### src/rtl/sar_frame_regs.vh
// Purpose: constants for the serial conversion-frame logic
// Assumes: 8-bit result, two leading zeros, counts in falling SCLK edges
// Notes: definitions only
`ifndef SAR_FRAME_REGS_VH
`define SAR_FRAME_REGS_VH
`define RES_BITS 8
`define CNT_W 6
`define LEAD_EDGES 6'h01
`define DATA_LAST_EDGE 6'h08
`define PWRUP_CAL_EDGES 6'h10
`define RECAL_START_EDGE 6'h11
`define RECAL_EDGES 6'h20
`define CODE_ZERO 8'h00
`define CODE_FULL 8'hFF
`define OFFSET_RESET 9'h000
`endif

### src/rtl/sar_step.v
// Purpose: one successive-approximation step per SCLK falling edge
// Assumes: comparator decision arrives from the analog stage per trial
// Notes: trial bit walks from MSB to LSB
`timescale 1ns/1ps
`include "sar_frame_regs.vh"
module sar_step (
   input wire clk_sys, // System clock
   input wire reset_n, // Async reset, active low
   input wire start, // Pulse: new sample taken
   input wire step, // Pulse: SCLK falling edge during conversion
   input wire cmp_high, // Comparator: input above trial level
   output reg [7:0] trial_q, // Trial code to the DAC
   output reg [7:0] result_q, // Final code
   output reg done_q // Level: conversion complete
);
   reg [7:0] bit_q;
   always @(posedge clk_sys or negedge reset_n) begin
      if (!reset_n) begin
         trial_q <= 8'h80;
         bit_q <= 8'h80;
         result_q <= 8'h00;
         done_q <= 1'b0;
      end else if (start) begin
         trial_q <= 8'h80;
         bit_q <= 8'h80;
         done_q <= 1'b0;
      end else if (step && !done_q) begin
         if (bit_q == 8'h01) begin
            done_q <= 1'b1;
            result_q <= cmp_high ? trial_q : (trial_q & ~bit_q);
         end else begin
            trial_q <= (cmp_high ? trial_q : (trial_q & ~bit_q)) | (bit_q >> 1);
            bit_q <= bit_q >> 1;
         end
      end
   end
endmodule

### src/rtl/sar_adc_serial_frame.v
// Purpose: serial frame, conversion sequencing and offset calibration
// Assumes: SCLK and chip select are async pins, sampled on clk_sys
// Notes: reset_n stands for the analog-supply power cycle
// Operation
// Chip-select fall samples the differential input and starts converting
// SCLK alone steps conversion and shifts result bits
// Frame runs from chip-select fall to rise, one conversion each
// Host waits setup time before first SCLK falling edge
// Setup at least 15 ns, SCLK at most 12 MHz; code needs setup and each SCLK phase to exceed one clk_sys period
// Zero at chip-select fall, another zero, then result bits
// Result leaves most significant bit first, ten bit periods; code sends eight result bits, ten periods counting the two zeros
// After tenth SCLK, SDO stays low until chip select rises
// Chip-select rise ends frame, SDO released
// Host allows acquisition interval before next frame
// Inputs disconnected while converting, reconnected for acquisition
// Result is 8-bit unsigned straight binary
// Codes 00 at bottom, 80 mid-scale, FF top
// First frame after power-up calibrates, SDO held low
// Power-up calibration needs 16 SCLK falls, else store unchanged
// Inputs disconnected while calibration runs
// Correction store not reachable through serial transfer
// Correction store cleared at power-up
// Recalibration allowed during normal operation
// Recalibration needs 32 SCLK falls in one frame
// Later results corrected by stored offset
// Only power cycle discards calibration and restores first-frame mode
`timescale 1ns/1ps
`include "sar_frame_regs.vh"
module sar_adc_serial_frame (
   input wire clk_sys, // System clock, 20 MHz
   input wire reset_n, // Power-up reset, active low
   input wire cs_n, // Chip select pin, active low
   input wire sclk, // Serial clock pin
   input wire cmp_high, // Comparator decision from analog stage
   input wire signed [8:0] offset_meas, // Offset measured by analog stage
   output reg sdo_o, // Serial data out
   output reg sdo_oe, // Serial data drive enable
   output reg sample_hold_q, // Sampling switch open (inputs held)
   output wire inputs_connected, // Analog inputs tied to sampler
   output wire [7:0] dac_code, // Trial code to capacitor DAC
   output reg cal_active_q // Calibration in progress
);
   reg [2:0] cs_sync_q;
   reg [2:0] sclk_sync_q;
   wire cs_fall = cs_sync_q[2] & ~cs_sync_q[1];
   wire cs_rise = ~cs_sync_q[2] & cs_sync_q[1];
   wire in_frame = ~cs_sync_q[1];
   wire sclk_fall = in_frame & sclk_sync_q[2] & ~sclk_sync_q[1];

   always @(posedge clk_sys or negedge reset_n) begin
      if (!reset_n) begin
         cs_sync_q <= 3'b111;
         sclk_sync_q <= 3'b000;
      end else begin
         cs_sync_q <= {cs_sync_q[1:0], cs_n};
         sclk_sync_q <= {sclk_sync_q[1:0], sclk};
      end
   end

   localparam ST_IDLE = 3'b001;
   localparam ST_CONV = 3'b010;
   localparam ST_CAL = 3'b100;

   reg [2:0] state_q;
   reg [`CNT_W-1:0] edge_q;
   reg first_frame_q;
   reg signed [8:0] offset_correction_store_q;
   reg dec_q;
   reg [7:0] dac_q;
   reg dac_over_q;
   reg dac_under_q;
   wire [7:0] trial_code;
   wire conv_done;
   wire cmp_eff;
   wire step = sclk_fall & (state_q == ST_CONV);

   // offset shifts DAC
   // Comparing against trial plus offset gives the corrected code bit by bit,
   // so each decided bit can leave on the next fall with no added latency
   wire signed [9:0] offset_ext = {offset_correction_store_q[8], offset_correction_store_q};
   wire signed [9:0] dac_sum = $signed({2'b00, trial_code}) + offset_ext;
   wire dac_over = ~dac_sum[9] & dac_sum[8];
   wire dac_under = dac_sum[9];

   // clamp at code ends
   // Level above FF can never pass, level below 00 always passes
   assign cmp_eff = dac_over_q ? 1'b0 : (dac_under_q ? 1'b1 : cmp_high);

   // SCLK-stepped SAR
   sar_step u_step (
      .clk_sys(clk_sys),
      .reset_n(reset_n),
      .start(cs_fall),
      .step(step),
      .cmp_high(cmp_eff),
      .trial_q(trial_code),
      .result_q(),
      .done_q(conv_done)
   );

   // Registered so the DAC level is settled for a whole SCLK phase
   always @(posedge clk_sys or negedge reset_n) begin
      if (!reset_n) begin
         dac_q <= 8'h80;
         dac_over_q <= 1'b0;
         dac_under_q <= 1'b0;
      end else begin
         dac_over_q <= dac_over;
         dac_under_q <= dac_under;
         if (dac_over)
            dac_q <= `CODE_FULL;
         else if (dac_under)
            dac_q <= `CODE_ZERO;
         else
            dac_q <= dac_sum[7:0];
      end
   end

   assign dac_code = dac_q;

   // decision kept for next fall
   always @(posedge clk_sys or negedge reset_n) begin
      if (!reset_n)
         dec_q <= 1'b0;
      else if (cs_fall)
         dec_q <= 1'b0;
      else if (step && !conv_done)
         dec_q <= cmp_eff;
   end

   // switch control
   assign inputs_connected = ~sample_hold_q & ~cal_active_q;

   // one frame per select
   always @(posedge clk_sys or negedge reset_n) begin
      if (!reset_n) begin
         state_q <= ST_IDLE;
         edge_q <= 6'h00;
         // first-frame mode from reset only
         first_frame_q <= 1'b1;
      end else if (cs_rise) begin
         state_q <= ST_IDLE;
         first_frame_q <= 1'b0;
      end else if (cs_fall) begin
         edge_q <= 6'h00;
         // first frame calibrates
         state_q <= first_frame_q ? ST_CAL : ST_CONV;
      end else begin
         case (state_q)
            ST_IDLE: begin
               state_q <= ST_IDLE;
            end
            ST_CONV, ST_CAL: begin
               // Saturates so a long frame cannot wrap below the thresholds
               if (sclk_fall && edge_q != 6'h3F)
                  edge_q <= edge_q + 6'h01;
            end
            default: begin
               state_q <= ST_IDLE;
            end
         endcase
      end
   end

   // written only from analog stage
   always @(posedge clk_sys or negedge reset_n) begin
      if (!reset_n) begin
         // cleared at power-up
         offset_correction_store_q <= `OFFSET_RESET;
      end else if (cs_rise) begin
         // power-up cal needs 16 falls
         if (first_frame_q && edge_q >= `PWRUP_CAL_EDGES)
            offset_correction_store_q <= offset_meas;
         // recal needs 32 falls
         else if (!first_frame_q && edge_q >= `RECAL_EDGES)
            offset_correction_store_q <= offset_meas;
      end
   end

   // sampling switch, cal flag
   always @(posedge clk_sys or negedge reset_n) begin
      if (!reset_n) begin
         sample_hold_q <= 1'b0;
         cal_active_q <= 1'b0;
      end else if (cs_rise) begin
         sample_hold_q <= 1'b0;
         cal_active_q <= 1'b0;
      end else if (cs_fall) begin
         sample_hold_q <= 1'b1;
         cal_active_q <= first_frame_q;
      end else begin
         // Reconnect for acquisition once the last trial is decided
         if (state_q == ST_CONV && conv_done)
            sample_hold_q <= 1'b0;
         // Recal window opens at fall 17 and runs to frame end
         if (step && edge_q == `RECAL_START_EDGE - 6'h01)
            cal_active_q <= 1'b1;
         else if (state_q == ST_CONV && sclk_fall && edge_q == `RECAL_START_EDGE - 6'h01)
            cal_active_q <= 1'b1;
      end
   end

   // SDO driver
   // Limitation: a fall seen in the same cycle as select is lost
   always @(posedge clk_sys or negedge reset_n) begin
      if (!reset_n) begin
         sdo_o <= 1'b0;
         sdo_oe <= 1'b0;
      end else if (cs_rise) begin
         // release at frame end
         sdo_oe <= 1'b0;
         sdo_o <= 1'b0;
      end else if (cs_fall) begin
         // first zero at once
         sdo_oe <= 1'b1;
         sdo_o <= 1'b0;
      end else if (state_q == ST_CONV && sclk_fall) begin
         // second zero, then MSB first
         if (edge_q < `LEAD_EDGES) begin
            sdo_o <= 1'b0;
         end else if (edge_q <= `DATA_LAST_EDGE) begin
            sdo_o <= dec_q;
         end else begin
            // low after tenth
            sdo_o <= 1'b0;
         end
      end else if (state_q != ST_CONV) begin
         // calibration frame stays low
         sdo_o <= 1'b0;
      end
   end
endmodule

### config.mk
export PLATFORM = sky130hd
export DESIGN_NAME = sar_adc_serial_frame
export DESIGN_NICKNAME = d
export VERILOG_FILES = /design/src/rtl/sar_step.v /design/src/rtl/sar_adc_serial_frame.v
export VERILOG_INCLUDE_DIRS = /design/src /design/src/rtl
export SDC_FILE = /design/constraint.sdc
export NUM_CORES = 1
export LEC_CHECK = 0
export BUFFER_PORTS_ARGS = -buffer_cell sky130_fd_sc_hd__buf_2
export CAP_MARGIN = 20
export CORE_MARGIN = 3
export CORE_UTILIZATION = 63
export CTS_CLUSTER_SIZE = 20
export DETAILED_ROUTE_END_ITERATION = 10
export PLACE_DENSITY = 0.93
export SYNTH_ARGS = -nofsm -noshare
export SYNTH_HDL_FRONTEND = slang
export SYNTH_SLANG_ARGS = --single-unit
### constraint.sdc
create_clock -name clk_sys -period 3.31 [get_ports clk_sys]
set_input_delay 0.331 -clock clk_sys [delete_from_list [all_inputs] [get_ports clk_sys]]
set_output_delay 0.331 -clock clk_sys [all_outputs]
set_load 0.05 [all_outputs]
==> out/summary.txt <==
status = finished, final reports clean
CP Data Required Time = 3.55 ns
Post-DRT Antenna Nets = 0
leakage power = 1.41 nW
number of global-route vias before repair = 2134
core area = 4090 um2
initial antenna violation count = 0
final WL = 5.64 mm
CP Max Fanout = 7
Yosys reg bits = 57
clock slew at reported path FFs = 0.07 ns
Max Cap Viol = 0
cell depth of the worst flop-to-flop path = 7
setup violators final = 0
nets = 315
GR Layer Usage met2 = 40.8%
Slew headroom = 33.9%
top cell type by total area after synthesis = dfrtp_1
Post-CTS Hold Fix Bufs = 0
H-Tree Depth = 3
RSZ-0062 raised after global routing = no
Area Growth Syn to Fin = 15.2%
Max Freq = 409 MHz
largest net degree at the start of global routing = 47
root buffer cell = clkbuf_8
initial drt markers = 96
post-CTS setup buffers = 0
FILL cells = 258
routed length per instance = 16.5 um
Clock Latency Late Sink = 0.34 ns
Tot GR Track Use = 24.3%
synthesized cell area = 2720 um2
worst r2r src = offset_correction_store_q[0]
Core Rows = 23
CTS tree = yes
Most Crowded Layer GR = met2
hold worst-path end = cs_sync_q[0]
PwrDens = 552 nW/um2
grt met1 use = 28.9%
DP Area = 2900 um2
worst slew pin tran = 0.991 ns
worst min-delay path class = in -> reg
worst hold start = cs_n
reg-to-reg endpoint = dac_code[7]
Synth Area per Inst = 10.6 um2
final worst path period share = 73.9%
crit path kind = reg -> reg
Seq/Total Area, Yosys = 52.9%
Netlist cell types = 50
Clock Sinks = 57
syn_nets = 283
final hold violations = 0
setup TNS = 0 ns
share of the synthesized area in the top cell type = 45.2%
diode count = 0
average vias per placed instance = 6.07
PostCTS Resize Cnt = 0
met3 Usage GRT = 7.85%
register-to-register setup slack = 0.86 ns
drc violations = 0
IO Port Bufs = 26
yosys warns = 0
via count = 2077
first-pass GRT wire length = 9.54 mm
grt ovf = 0
TritonCTS buffer count = 9
Die Span X = 71.7 um
first-pass iteration count of the detailed router = 6
Worst Skew = 0.00948 ns
largest cells by area after synthesis = dfrtp_1 45%, dfstp_2 7.7%, ha_1 6.0%
die area = 5130 um2
main flop type after synthesis = dfrtp_1
Setup crit start kind = flip-flop
final core utilization = 76.5%
Die Ht = 71.7 um
VDD IR-drop max = 0.515 mV
Min-Delay Path Depth = 1
# IOs = 27
fin crit period = 2.45 ns
GP Congestion = 0.855
fraction of registers with async set/reset = 100%
starting density of the core = 66.4%
DP HPWL = 3.84 mm
synthesized instance count = 255
share of cells above drive strength 1 = 22.9%
Arr. time, crit path = 2.69 ns
fin. max-slew vios = 0
post-route cell area = 3130 um2
Post-synth EDFFs = 0
clk buf depth = 2
Worst Setup End Kind = flip-flop
## layout by cell type (no fill, tap or decap), types with 4 or more instances in the layout
cell	instances
mux2_2	10
inv_1	17
dfrtp_1	49
xor2_1	5
dfstp_2	8
o21ai_0	15
nor4_1	5
a21o_1	4
ha_1	13
nand2_1	24
clkbuf_8	12
nor3_1	4
a21oi_1	30
buf_2	26
nor2_1	15
## synthesized netlist by cell type (all sizes together) (2+ instances only)
master and n:
a211o 2, nand3 3, buf 2, nor4b 2
ha 13, o211ai 3, nand2b 3, nor3b 3
o21bai 2, xor2 5, dfstp 8, mux2 10
and2 2, nand3b 2, or3b 2, a21o 4
nor3 5, nor4 5, inv 17, o21ai 16
clkbuf 5, dfrtp 49, nor2 15, a21oi 30
a311o 2, a31oi 2, a211oi 3, nand2 24
## per-layer routing
layer / up-vias / share of wire, %
met5: - / 0
met4: 0 / 1.7
met3: 15 / 6.8
met2: 89 / 51
met1: 1003 / 41
li1: 970 / -
## registers in the layout (all words and copies together), names as in the netlist
name	cells
state_q	3
u_step.trial_q	8
sdo_o	1
cs_sync_q	3
u_step.bit_q	8
sdo_oe	1
edge_q	6
dec_q	1
sample_hold_q	1
cal_active_q	1
dac_code	8
u_step.done_q	1
dac_under_q	1
sclk_sync_q	3
dac_over_q	1
offset_correction_store_q	9
first_frame_q	1
## critical path: stages, from the launching register on
cell	delay [ns]
dfrtp_1	0.38
ha_1	0.24
fa_1	0.44
a211oi_1	0.37
nor3_1	0.13
mux2i_1	0.30
nor2_1	0.19
a311oi_1	0.31
## worst max path at each step
stage	endpoint	start	slack, ns
5_1_grt	dac_code[5]	offset_correction_store_q[0]	0.74
3_5_place_dp	dac_code[7]	offset_correction_store_q[0]	1.02
2_1_floorplan	dac_code[7]	offset_correction_store_q[0]	1.22
3_3_place_gp	dac_code[3]	offset_correction_store_q[0]	1.12
4_1_cts	dac_code[7]	offset_correction_store_q[0]	0.90
6_report	dac_code[7]	offset_correction_store_q[0]	0.86
## power breakdown
part	internal [W]	leakage, nW	switching [W]
Sequential	0.000738	0.707	0.0000292
Clock	0.000486	0.117	0.000266
Combinational	0.0000638	0.583	0.000143
## logic make-up after synthesis
logic type      after synthesis  share of synthesized area [%]
mux                          11                           4.52
fa+ha+maj                    14                           6.73
simple gates                 71                           14.3
xor+xnor                      6                           1.94
buf+inv                      24                           3.36
flops                        57                           52.9
compound gates               72                           16.2
## stage by stage
step           hold WS (ns)  cells  total power (W)  setup slack, ns
4_1_cts              0.0898    342          0.00173            0.901
3_3_place_gp          0.331    326         0.000975             1.12
5_1_grt              0.0850    342          0.00178            0.741
3_5_place_dp          0.341    326         0.000984             1.02
2_1_floorplan        0.0354    255         0.000919             1.22
6_report             0.0964    342          0.00173            0.863
## area by class of cell
class | count | area [um2] | share of cell area, %
clock buffer | 14 | 173 | 5.52
clock inverter | 2 | 60.1 | 1.92
multi-input combinational | 174 | 1190 | 38.0
tap | 50 | 62.6 | 2.00
sequential | 57 | 1440 | 45.9
inverter | 17 | 63.8 | 2.04
timing repair buffer | 28 | 145 | 4.64
Power figures use the tool's default switching activity.
